==> config.mk <==
export PLATFORM = sky130hd
export DESIGN_NAME = port_select_irq_decode
export DESIGN_NICKNAME = d
export VERILOG_FILES = /design/src/port_select_irq_decode_pkg.sv /design/src/pin_sync.sv /design/src/irq_level_router.sv /design/src/port_select_irq_decode.sv
export SDC_FILE = /design/constraint.sdc
export NUM_CORES = 1
export LEC_CHECK = 0
export BUFFER_PORTS_ARGS = -buffer_cell sky130_fd_sc_hd__buf_4
export CAP_MARGIN = 5
export CORE_MARGIN = 5
export CORE_UTILIZATION = 35
export CTS_BUF_LIST = sky130_fd_sc_hd__clkbuf_8 sky130_fd_sc_hd__clkbuf_16
export DETAILED_ROUTE_END_ITERATION = 7
export PLACE_DENSITY = 0.58
export SLEW_MARGIN = 20
export SYNTH_ARGS = -nofsm -noshare
export SYNTH_HDL_FRONTEND = slang
export SYNTH_SLANG_ARGS = --single-unit
==> constraint.sdc <==
create_clock -name MCLK -period 2.4 [get_ports MCLK]
set_input_delay 0.36 -clock MCLK [delete_from_list [all_inputs] [get_ports MCLK]]
set_output_delay 0.36 -clock MCLK [all_outputs]
set_load 0.1 [all_outputs]
==> src/port_select_irq_decode_pkg.sv <==
// Shared constants for the four-port bus front end: address split, bit maps, reset values
package port_select_irq_decode_pkg;
    localparam int NUM_PORTS = 4;
    localparam int NUM_LEVELS = 8;
    localparam int ADDR_W = 12;
    localparam int BASE_W = 6;
    localparam int SEL_W = 5;
    localparam int DATA_SW_W = 2;

    // System interrupt level driven by routing line 0
    localparam int FIRST_IRQ_LEVEL = 8;

    // Bus address field positions, bit 11 is A3 and bit 0 is A14
    localparam int ADDR_BASE_HI = 11;
    localparam int ADDR_BASE_LO = 6;
    localparam int ADDR_GROUP_BIT = 5;
    localparam int ADDR_SEL_HI = 4;
    localparam int ADDR_SEL_LO = 0;

    // Contiguous port layout in software addresses
    localparam logic [15:0] FIRST_PORT_SW_BASE = 16'h0200;
    localparam logic [15:0] PORT_SW_STEP = 16'h0080;

    // Controller bit displacements
    localparam logic [SEL_W-1:0] BIT_RX_ERROR = 5'h09;
    localparam logic [SEL_W-1:0] BIT_DSC_IRQ_EN = 5'h11;
    localparam logic [SEL_W-1:0] BIT_RX_IRQ_EN = 5'h12;
    localparam logic [SEL_W-1:0] BIT_TX_IRQ_EN = 5'h13;
    localparam logic [SEL_W-1:0] BIT_TIMER_IRQ_EN = 5'h14;
    localparam logic [SEL_W-1:0] BIT_RX_FULL = 5'h15;
    localparam logic [SEL_W-1:0] BIT_TX_FLAG = 5'h16;
    localparam logic [SEL_W-1:0] BIT_TIMER_FLAG = 5'h17;
    localparam logic [SEL_W-1:0] BIT_DSC_FLAG = 5'h18;
    localparam logic [SEL_W-1:0] BIT_IRQ_PENDING = 5'h1f;

    // Modem group bit displacements, counted from the start of the lower half
    localparam logic [SEL_W-1:0] MBIT_LED = 5'h04;
    localparam logic [SEL_W-1:0] MBIT_DTR = 5'h05;
    localparam logic [SEL_W-1:0] MBIT_SWITCH_LO = 5'h04;
    localparam logic [SEL_W-1:0] MBIT_SWITCH_HI = 5'h05;
    localparam logic [SEL_W-1:0] MBIT_RING = 5'h06;
    localparam logic [SEL_W-1:0] MBIT_DSR = 5'h07;

    // Reset values
    localparam logic LED_OFF_N = 1'b1;
    localparam logic DTR_OFF = 1'b0;
    localparam logic [NUM_LEVELS-1:0] LEVELS_IDLE_N = 8'hff;
    localparam logic [NUM_PORTS-1:0] PORTS_IDLE_N = 4'hf;
    localparam logic [NUM_PORTS-1:0] PORTS_NONE = 4'h0;
endpackage

==> src/pin_sync.sv <==
// Three-stage input synchroniser that follows a bit once stages two and three agree
`timescale 1ns/10ps
module pin_sync
#(
    parameter int WIDTH = 1
)
(
    input wire logic clk,
    input wire logic rst,
    input wire logic ce,
    input wire logic [WIDTH-1:0] pin,
    output logic [WIDTH-1:0] level
);
    logic [WIDTH-1:0] stage1;
    logic [WIDTH-1:0] stage2;
    logic [WIDTH-1:0] stage3;

    always_ff @(posedge clk)
    begin
        if (rst)
        begin
            stage1 <= '0;
            stage2 <= '0;
            stage3 <= '0;
            level <= '0;
        end
        else if (ce)
        begin
            stage1 <= pin;
            stage2 <= stage1;
            stage3 <= stage2;
            level <= (stage3 & ~(stage2 ^ stage3)) | (level & (stage2 ^ stage3));
        end
    end
endmodule

==> src/irq_level_router.sv <==
// Wired-OR of port interrupt requests onto the eight system interrupt levels
`timescale 1ns/10ps
module irq_level_router
    import port_select_irq_decode_pkg::*;
(
    input wire logic clk,
    input wire logic rst,
    input wire logic ce,
    input wire logic [NUM_PORTS-1:0] req_n,
    input wire logic [NUM_PORTS-1:0][NUM_LEVELS-1:0] route,
    output logic [NUM_LEVELS-1:0] level_n
);
    logic [NUM_LEVELS-1:0] any_req;

    always_comb
    begin
        any_req = '0;
        for (int p = 0; p < NUM_PORTS; p++)
        begin
            if (!req_n[p])
                any_req = any_req | route[p];
        end
    end

    always_ff @(posedge clk)
    begin
        if (rst)
            level_n <= LEVELS_IDLE_N;
        else if (ce)
            level_n <= ~any_req;
    end
endmodule

==> src/port_select_irq_decode.sv <==
// Bus front end of the four-port serial expander: select decode, port bits, interrupt routing
`timescale 1ns/10ps
module port_select_irq_decode
    import port_select_irq_decode_pkg::*;
(
    input wire logic MCLK,
    input wire logic SYS_RST,
    input wire logic CLK_EN,
    input wire logic [ADDR_W-1:0] BUS_ADDR,
    input wire logic MEMORY_CYCLE_QUALIFIER_N,
    input wire logic SERIAL_BIT_OUT,
    input wire logic SERIAL_BIT_STROBE,
    input wire logic BUS_IO_RESET_N,
    input wire logic BUS_REFERENCE_CLOCK_N,
    input wire logic [NUM_PORTS-1:0][BASE_W-1:0] BASE_SWITCH,
    input wire logic [NUM_PORTS-1:0][NUM_LEVELS-1:0] IRQ_LEVEL_SWITCH,
    input wire logic [NUM_PORTS-1:0][DATA_SW_W-1:0] DATA_LEVEL_SWITCH,
    input wire logic [NUM_PORTS-1:0] RING_INDICATOR_N,
    input wire logic [NUM_PORTS-1:0] MODEM_DSR_N,
    input wire logic [NUM_PORTS-1:0] MODEM_CTS_N,
    input wire logic [NUM_PORTS-1:0] RX_CHAR_EVENT,
    input wire logic [NUM_PORTS-1:0] RX_CHAR_ERROR,
    input wire logic [NUM_PORTS-1:0] TX_MOVE_EVENT,
    input wire logic [NUM_PORTS-1:0] TIMER_ZERO_EVENT,
    output logic SERIAL_BIT_IN,
    output logic INPUT_PATH_ENABLE,
    output logic [NUM_PORTS-1:0] PORT_PRIMARY_SELECT,
    output logic [NUM_PORTS-1:0] PORT_SECONDARY_SELECT_N,
    output logic [NUM_PORTS-1:0] CTRL_SELECT_N,
    output logic [NUM_PORTS-1:0] CTRL_CLOCK,
    output logic LOCAL_PORT_CLEAR_N,
    output logic [NUM_PORTS-1:0] CTRL_IRQ_N,
    output logic [NUM_LEVELS-1:0] SYSTEM_IRQ_N,
    output logic [NUM_PORTS-1:0] MODEM_DTR,
    output logic [NUM_PORTS-1:0] PORT_LED_N
);
    localparam int PIN_W = ADDR_W + 5 + NUM_PORTS * (BASE_W + NUM_LEVELS + DATA_SW_W + 3);

    // Lowest set bit as a one-hot code
    function automatic logic [NUM_LEVELS-1:0] lowest_set(input logic [NUM_LEVELS-1:0] v);
        logic [NUM_LEVELS-1:0] r;
        r = '0;
        for (int i = NUM_LEVELS - 1; i >= 0; i--)
        begin
            if (v[i])
                r = '0;
            if (v[i])
                r[i] = 1'b1;
        end
        return r;
    endfunction

    logic [PIN_W-1:0] pin_raw;
    logic [PIN_W-1:0] pin_level;
    logic [ADDR_W-1:0] bus_addr;
    logic memory_cycle_qualifier_n;
    logic serial_bit_out;
    logic serial_bit_strobe;
    logic bus_io_reset_n;
    logic bus_reference_clock_n;
    logic [NUM_PORTS-1:0][BASE_W-1:0] base_switch;
    logic [NUM_PORTS-1:0][NUM_LEVELS-1:0] irq_switch;
    logic [NUM_PORTS-1:0][DATA_SW_W-1:0] data_switch;
    logic [NUM_PORTS-1:0] ring_indicator_n;
    logic [NUM_PORTS-1:0] dsr_n;
    logic [NUM_PORTS-1:0] cts_n;

    logic [BASE_W-1:0] addr_base;
    logic function_group_line;
    logic [SEL_W-1:0] bit_sel;
    logic [NUM_PORTS-1:0] base_match;
    logic [NUM_PORTS-1:0] port_primary_select;
    logic input_path_enable;
    logic strobe_prev;
    logic write_pulse;
    logic [NUM_PORTS-1:0] ctrl_write;
    logic [NUM_PORTS-1:0] modem_write;
    logic [NUM_PORTS-1:0] ctrl_read;
    logic [NUM_PORTS-1:0] modem_read;
    logic next_bit_in;
    logic local_port_clear_n;
    logic port_clear;
    logic [NUM_PORTS-1:0][NUM_LEVELS-1:0] irq_route;
    logic [NUM_PORTS-1:0] next_irq_n;

    assign pin_raw = {BUS_ADDR, MEMORY_CYCLE_QUALIFIER_N, SERIAL_BIT_OUT, SERIAL_BIT_STROBE,
                      BUS_IO_RESET_N, BUS_REFERENCE_CLOCK_N, BASE_SWITCH, IRQ_LEVEL_SWITCH,
                      DATA_LEVEL_SWITCH, RING_INDICATOR_N, MODEM_DSR_N, MODEM_CTS_N};

    pin_sync #(.WIDTH(PIN_W)) u_pin_sync
    (
        .clk(MCLK),
        .rst(SYS_RST),
        .ce(CLK_EN),
        .pin(pin_raw),
        .level(pin_level)
    );

    assign {bus_addr, memory_cycle_qualifier_n, serial_bit_out, serial_bit_strobe,
            bus_io_reset_n, bus_reference_clock_n, base_switch, irq_switch,
            data_switch, ring_indicator_n, dsr_n, cts_n} = pin_level;

    // Address split: base field, function group, bit within group
    assign addr_base = bus_addr[ADDR_BASE_HI:ADDR_BASE_LO];
    assign function_group_line = bus_addr[ADDR_GROUP_BIT];
    assign bit_sel = bus_addr[ADDR_SEL_HI:ADDR_SEL_LO];

    // One base step in the upper field is one port step in software addresses
    always_comb
    begin
        for (int p = 0; p < NUM_PORTS; p++)
            base_match[p] = memory_cycle_qualifier_n && (addr_base == base_switch[p]);
    end

    // Overlapping switch settings resolve to the lowest port
    assign port_primary_select = NUM_PORTS'(lowest_set({{(NUM_LEVELS - NUM_PORTS){1'b0}},
                                                         base_match}));
    assign input_path_enable = |port_primary_select;

    assign port_clear = !local_port_clear_n;
    assign write_pulse = serial_bit_strobe && !strobe_prev && memory_cycle_qualifier_n;
    assign ctrl_write = write_pulse && function_group_line ? port_primary_select : PORTS_NONE;
    assign modem_write = write_pulse && !function_group_line ? port_primary_select : PORTS_NONE;

    always_ff @(posedge MCLK)
    begin
        if (SYS_RST)
            strobe_prev <= 1'b0;
        else if (CLK_EN)
            strobe_prev <= serial_bit_strobe;
    end

    always_ff @(posedge MCLK)
    begin
        if (SYS_RST)
            local_port_clear_n <= 1'b0;
        else if (CLK_EN)
            local_port_clear_n <= bus_io_reset_n;
    end

    assign LOCAL_PORT_CLEAR_N = local_port_clear_n;

    always_ff @(posedge MCLK)
    begin
        if (SYS_RST)
            CTRL_CLOCK <= PORTS_NONE;
        else if (CLK_EN)
            CTRL_CLOCK <= {NUM_PORTS{!bus_reference_clock_n}};
    end

    always_ff @(posedge MCLK)
    begin
        if (SYS_RST)
        begin
            PORT_PRIMARY_SELECT <= PORTS_NONE;
            PORT_SECONDARY_SELECT_N <= PORTS_IDLE_N;
            CTRL_SELECT_N <= PORTS_IDLE_N;
        end
        else if (CLK_EN)
        begin
            PORT_PRIMARY_SELECT <= port_primary_select;
            PORT_SECONDARY_SELECT_N <= ~(port_primary_select &
                                         {NUM_PORTS{!function_group_line}});
            CTRL_SELECT_N <= ~(port_primary_select & {NUM_PORTS{function_group_line}});
        end
    end

    genvar gp;
    generate
        for (gp = 0; gp < NUM_PORTS; gp++)
        begin : g_port
            logic rx_full;
            logic rx_error;
            logic tx_flag;
            logic timer_flag;
            logic dsc_flag;
            logic rx_irq_en;
            logic tx_irq_en;
            logic timer_irq_en;
            logic dsc_irq_en;
            logic dsr_prev;
            logic cts_prev;
            logic data_set_change;
            logic irq_pending;
            logic wr_rx_en;
            logic wr_tx_en;
            logic wr_timer_en;
            logic wr_dsc_en;

            assign wr_rx_en = ctrl_write[gp] && (bit_sel == BIT_RX_IRQ_EN);
            assign wr_tx_en = ctrl_write[gp] && (bit_sel == BIT_TX_IRQ_EN);
            assign wr_timer_en = ctrl_write[gp] && (bit_sel == BIT_TIMER_IRQ_EN);
            assign wr_dsc_en = ctrl_write[gp] && (bit_sel == BIT_DSC_IRQ_EN);
            assign data_set_change = (dsr_n[gp] != dsr_prev) || (cts_n[gp] != cts_prev);

            // Writing an enable bit also acknowledges its flag; a new event in that cycle wins
            always_ff @(posedge MCLK)
            begin
                if (SYS_RST || port_clear)
                begin
                    rx_full <= 1'b0;
                    rx_error <= 1'b0;
                    tx_flag <= 1'b0;
                    timer_flag <= 1'b0;
                    dsc_flag <= 1'b0;
                end
                else if (CLK_EN)
                begin
                    rx_full <= RX_CHAR_EVENT[gp] || (rx_full && !wr_rx_en);
                    rx_error <= (RX_CHAR_EVENT[gp] && RX_CHAR_ERROR[gp]) ||
                                (rx_error && !wr_rx_en && !RX_CHAR_EVENT[gp]);
                    tx_flag <= TX_MOVE_EVENT[gp] || (tx_flag && !wr_tx_en);
                    timer_flag <= TIMER_ZERO_EVENT[gp] || (timer_flag && !wr_timer_en);
                    dsc_flag <= data_set_change || (dsc_flag && !wr_dsc_en);
                end
            end

            always_ff @(posedge MCLK)
            begin
                if (SYS_RST || port_clear)
                begin
                    rx_irq_en <= 1'b0;
                    tx_irq_en <= 1'b0;
                    timer_irq_en <= 1'b0;
                    dsc_irq_en <= 1'b0;
                end
                else if (CLK_EN)
                begin
                    if (wr_rx_en)
                        rx_irq_en <= serial_bit_out;
                    if (wr_tx_en)
                        tx_irq_en <= serial_bit_out;
                    if (wr_timer_en)
                        timer_irq_en <= serial_bit_out;
                    if (wr_dsc_en)
                        dsc_irq_en <= serial_bit_out;
                end
            end

            always_ff @(posedge MCLK)
            begin
                if (SYS_RST)
                begin
                    dsr_prev <= 1'b0;
                    cts_prev <= 1'b0;
                end
                else if (CLK_EN)
                begin
                    dsr_prev <= dsr_n[gp];
                    cts_prev <= cts_n[gp];
                end
            end

            assign irq_pending = (rx_full && rx_irq_en) || (tx_flag && tx_irq_en) ||
                                 (timer_flag && timer_irq_en) || (dsc_flag && dsc_irq_en);
            assign next_irq_n[gp] = !irq_pending;

            always_ff @(posedge MCLK)
            begin
                if (SYS_RST || port_clear)
                begin
                    MODEM_DTR[gp] <= DTR_OFF;
                    PORT_LED_N[gp] <= LED_OFF_N;
                end
                else if (CLK_EN && modem_write[gp])
                begin
                    if (bit_sel == MBIT_DTR)
                        MODEM_DTR[gp] <= serial_bit_out;
                    if (bit_sel == MBIT_LED)
                        PORT_LED_N[gp] <= serial_bit_out;
                end
            end

            always_comb
            begin
                ctrl_read[gp] = 1'b0;
                unique case (bit_sel)
                    BIT_RX_ERROR: ctrl_read[gp] = rx_error;
                    BIT_DSC_IRQ_EN: ctrl_read[gp] = dsc_irq_en;
                    BIT_RX_IRQ_EN: ctrl_read[gp] = rx_irq_en;
                    BIT_TX_IRQ_EN: ctrl_read[gp] = tx_irq_en;
                    BIT_TIMER_IRQ_EN: ctrl_read[gp] = timer_irq_en;
                    BIT_RX_FULL: ctrl_read[gp] = rx_full;
                    BIT_TX_FLAG: ctrl_read[gp] = tx_flag;
                    BIT_TIMER_FLAG: ctrl_read[gp] = timer_flag;
                    BIT_DSC_FLAG: ctrl_read[gp] = dsc_flag;
                    BIT_IRQ_PENDING: ctrl_read[gp] = irq_pending;
                    default: ctrl_read[gp] = 1'b0;
                endcase
            end

            always_comb
            begin
                modem_read[gp] = 1'b0;
                unique case (bit_sel)
                    MBIT_SWITCH_LO: modem_read[gp] = data_switch[gp][0];
                    MBIT_SWITCH_HI: modem_read[gp] = data_switch[gp][1];
                    MBIT_RING: modem_read[gp] = !ring_indicator_n[gp];
                    MBIT_DSR: modem_read[gp] = !dsr_n[gp];
                    default: modem_read[gp] = 1'b0;
                endcase
            end

            assign irq_route[gp] = lowest_set(irq_switch[gp]);
        end
    endgenerate

    always_comb
    begin
        next_bit_in = 1'b0;
        for (int p = 0; p < NUM_PORTS; p++)
        begin
            if (port_primary_select[p])
                next_bit_in = function_group_line ? ctrl_read[p] : modem_read[p];
        end
    end

    always_ff @(posedge MCLK)
    begin
        if (SYS_RST)
        begin
            SERIAL_BIT_IN <= 1'b0;
            INPUT_PATH_ENABLE <= 1'b0;
        end
        else if (CLK_EN)
        begin
            SERIAL_BIT_IN <= next_bit_in && input_path_enable;
            INPUT_PATH_ENABLE <= input_path_enable;
        end
    end

    always_ff @(posedge MCLK)
    begin
        if (SYS_RST)
            CTRL_IRQ_N <= PORTS_IDLE_N;
        else if (CLK_EN)
            CTRL_IRQ_N <= next_irq_n;
    end

    irq_level_router u_irq_level_router
    (
        .clk(MCLK),
        .rst(SYS_RST),
        .ce(CLK_EN),
        .req_n(CTRL_IRQ_N),
        .route(irq_route),
        .level_n(SYSTEM_IRQ_N)
    );
endmodule

### Word level (Yosys, flattened, before mapping)

Index checks and enable logic that the tools add are counted.
W data, S select, Z words.

* bits of input ports: 112
* bits in registers: 453

* bitwise gates (word level): 13
* multiplexer cells: 89
* equality and inequality tests: 26
* reduce and logical (&&, ||, !) cells: 171

Operators with widths (number)
* $mux W8: 32
* $and A93 B93 Y93: 2
* $not A93 Y93: 1
* $or A93 B93 Y93: 1
* $xor A93 B93 Y93: 1
* $logic_and A1 B1 Y1: 73
* $reduce_and A2 Y1: 24
* $eq A5 B5 Y1 const B: 9
* $mux W1: 44
* $pmux W1 S10: 4
* $logic_or A1 B1 Y1: 37
* $logic_not A1 Y1: 36
* $eq A6 B6 Y1: 4
* $or A8 B8 Y8: 3
* $eq A5 B3 Y1 const B: 4
* $mux W4: 5
* $pmux W1 S4: 4
* $and A4 B4 Y4: 2
* $ne A1 B1 Y1: 8
* $not A4 Y4: 2
* $not A8 Y8: 1
* $eq A5 B4 Y1 const B: 1
* $reduce_or A4 Y1: 1

### Longest topological paths before layout

* word-level depth: 23
* gate-level depth with buffers: 9

### By module

Synthesis repeated with hierarchy kept, for this count alone.

* cell total of the unflattened synthesis: 2089
* area, all modules: 19789.0 um^2

By module, submodules not included
* pin_sync: seq. area each 7447.1 um^2, cells an instance 1498, instances 1, area each 15044.4 um^2
* port_select_irq_decode: seq. area each 1461.4 um^2, cells an instance 512, instances 1, area each 4194.0 um^2
* irq_level_router: seq. area each 160.2 um^2, cells an instance 79, instances 1, area each 550.5 um^2

### Worst setup path before layout

OpenSTA, ideal clock, no wires.

* path type: reg2reg
* start point: register local_port_clear_n, in the netlist LOCAL_PORT_CLEAR_N
* end point: register PORT_LED_N[0]
* period minus slack after synthesis: 1993 ps
* cell stages (with the launch flop): 5
* data arrival time: 1842 ps
* path buffers: 2
* path slack: 407 ps
* path through: dfxtp_1 nor2b_1 buf_1 clkbuf_1 o311ai_0

* word-level cells in the longest chain between the ends: 2

Ends and longest elaborated chain
* start: declaration: line port_select_irq_decode.sv:81 `logic local_port_clear_n;`
* start signal: assignment: line port_select_irq_decode.sv:138 `local_port_clear_n <= bus_io_reset_n;`
* $logic_not A1 Y1: line port_select_irq_decode.sv:120 `assign port_clear = !local_port_clear_n;`
* $logic_or A1 B1 Y1: line port_select_irq_decode.sv:260 `if (SYS_RST || port_clear)`
* end signal: indexed assignment: line port_select_irq_decode.sv:270 `PORT_LED_N[gp] <= serial_bit_out;`
* end: declaration: line port_select_irq_decode.sv:35 `output logic [NUM_PORTS-1:0] PORT_LED_N`

Every way passes these cells.
A chain may end at the register's enable or synchronous reset.

==> metrics <==
Seq/Total Area, Yosys 49.8%; initial antenna violation count 1; Clock Power Share 47.2%; RSZ-0062 raised after global routing false; most common cell after layout, fill and taps aside dfxtp_1; worst path arrival time 2720 ps; Root Driver clkbuf_16; Buffers on Ports 150; max cap viols 0; Post-route DRC 0; die area 56700 um2; Sw Share 22.5%; fin worst setup slack 170 ps; Mapped Area 18200 um2; Tmin final 2230 ps; final hold violations 0; Final Cycle Share 92.9%; CP Max Fanout 6; die height 238 um; Initial Utilization 35.4%; NetSw 3.81 mW; buffers and inverters on the worst path 0; pin count of the biggest net entering global routing 134; TNS Setup 0 ps; Worst EP required 2890 ps; vias per std cell 4.98; Area Growth Syn to Fin 22.9%; delay of the slowest critical-path stage 420 ps; row cnt 83; post-layout util 43.5%; Ys Warns 0; First DRT Iteration DRCs 1085; max layer used met4; Power Density 757 nW/um2; CP Cell Sequence nor2b_1, and3_1, o2bb2ai_1, nor3_1, o31ai_1, o21ai_0, o32ai_1; Antenna Violating Nets Remaining 0; Synth area leaders dfxtp_1 (50%), mux2i_1 (16%), nor2_1 (6.7%); Final Max Tran Viols 0; CP endpoint kind register; Post-synth EDFFs 0; Routed met1 length 22.4 mm; Hold Path Class input port to register; global-route wire length before repair 74.7 mm; syn_nets 2074; most frequent cells in the layout dfxtp_1 (451), nor2_1 (325), mux2i_1 (300), nand2_1 (173), buf_4 (170); # IOs 151; Total Wirelength 47.3 mm; Slew @ Worst Pin 970 ps; Flop pwr share 46.3%; family with the most delay on the worst path simple AND/OR/NAND/NOR gates; Int Pwr 13.1 mW; CTS tree yes; Top FF cell, synth dfxtp_1; clock tree buffer depth 3; Setup-failing EPs final 0; DP Worst Slack 4.52 ps; top cell type by total area after synthesis dfxtp_1; met2 routed WL 21.7 mm; syn_area_per_cell 9.28 um2; HPWL Detailed 31.8 mm; achievable clock frequency 448 MHz; GRT overflow 0; Max transition margin 35.3%; Comb power frac 6.5%; Seq cells post-synth 453; gpl congestion 0.855; Tot GR Track Use 16.1%; Critical Path Source Type register; number of global-route vias before repair 13700; share of cells above drive strength 1 13.2%; routed len/inst 16.6 um; Syn Inst Count 1962; Placeable Area 51400 um2; ys async rst share 0%; First-pass DRT Iterations 5; die extent in x 238 um; net count reported at finish 2236; Clk Latency, worst-skew pair 580 ps; met3 wire length 2.31 mm; Max VDD drop 0.000463 V; Netlist cell types 57; Worst path slowest cell dfxtp_1; Worst-path clk slew 60 ps; status finished clean; WS Path Type register to register; post-synth top area share 49.8%; Leak Pwr 9.74 nW; vias 14200; CTS sink cnt 453; CTS Buf Count 50; Max H-tree Level 2; diode count 0; skew final 15.5 ps
-- cell usage after synthesis, types with 3 or more instances --
master	instances
a211o_1	4
a211oi_1	3
a21o_1	77
a21oi_1	133
a221oi_1	3
a22o_1	3
a22oi_1	19
a311oi_1	3
a31oi_1	3
buf_1	12
buf_2	28
buf_4	3
buf_6	4
clkbuf_1	87
dfxtp_1	453
inv_1	18
mux2i_1	300
mux4_2	8
nand2_1	173
nand2b_1	15
nand3_1	22
nand3b_1	5
nand4_1	8
nor2_1	325
nor2b_1	8
nor3_1	13
nor4_1	6
nor4_4	3
o21ai_0	132
o22ai_1	13
o311ai_0	3
o31ai_1	3
or3_1	17
xnor2_1	16
xor2_1	14
-- cell type report --
cell class              instances  area (um2)
fillers                      4951       29000
flip-flops and latches        453        9070
multi-input cells            1355        8490
repair buffers                245        2120
clock buffers                  70        1560
well taps                     680         851
clock inverters                22         203
inverters                      19        72.6
-- metrics by stage --
stage          power [mW]  cells  hold slack (ps)  cell area [um2]
2_1_floorplan        8.67   1962              434            18200
3_3_place_gp         9.01   2686              448            19900
3_5_place_dp         9.04   2686              454            19900
4_1_cts              17.2   2843            0.229            22300
5_1_grt              17.6   2844             17.0            22400
6_report             16.9   2844             25.3            22400
-- path summary, 6_finish.rpt --
check | from | endpoint | slack [ps] | cells after the start
worst max-delay path | register | SERIAL_BIT_IN$_SDFFE_PP0P_ | 170 | 7
worst min-delay path | IRQ_LEVEL_SWITCH[15] | u_pin_sync.stage1[35]$_SDFFE_PP0P_ | 30 | 3
worst max register to register | register | SERIAL_BIT_IN$_SDFFE_PP0P_ | 170 | 7
worst min register to register | u_pin_sync.stage3[92]$_SDFFE_PP0P_ | register | 460 | 2
-- repair_timing --
action / in CTS / in global routing
resized for setup: 0 / 5
hold endpoints to repair: 65 / 0
setup buffers: 0 / 1
endpoints found under the setup margin: 0 / 15
hold buffers: 65 / 0
-- tightest hold or removal path, cell delays in order --
cell and delay [ps]:
buf_4 80, mux2i_1 50, nor2_1 80
-- cells by family (layout without fill, tap and decap cells) --
| family | count (synthesis) | count (layout) | synth area share [%] |
|---|---|---|---|
| xor+xnor | 32 | 32 | 1.62 |
| simple gates | 608 | 608 | 14.3 |
| mux | 308 | 308 | 17.5 |
| compound gates | 407 | 407 | 13.2 |
| flops | 453 | 453 | 49.8 |
| buf+inv | 154 | 356 | 3.60 |
-- routing by layer --
layer  vias up  track usage [%]
met3        56             3.31
met5         -                0
met1      6700             22.4
li1       7113                -
met4         0             3.98
met2       288             25.7
-- power by group through the flow --
| stage | combinational (mW) | sequential [mW] | clock, mW |
|---|---|---|---|
| after detailed placement | 1.03 | 8.01 | 0 |
| after floorplan | 0.632 | 8.04 | 0 |
| after CTS | 1.11 | 7.84 | 8.22 |
| final | 1.10 | 7.84 | 7.99 |
| after global placement | 1.01 | 8.00 | 0 |
| after global routing | 1.20 | 7.86 | 8.53 |
(Power assumes the default switching activity.)
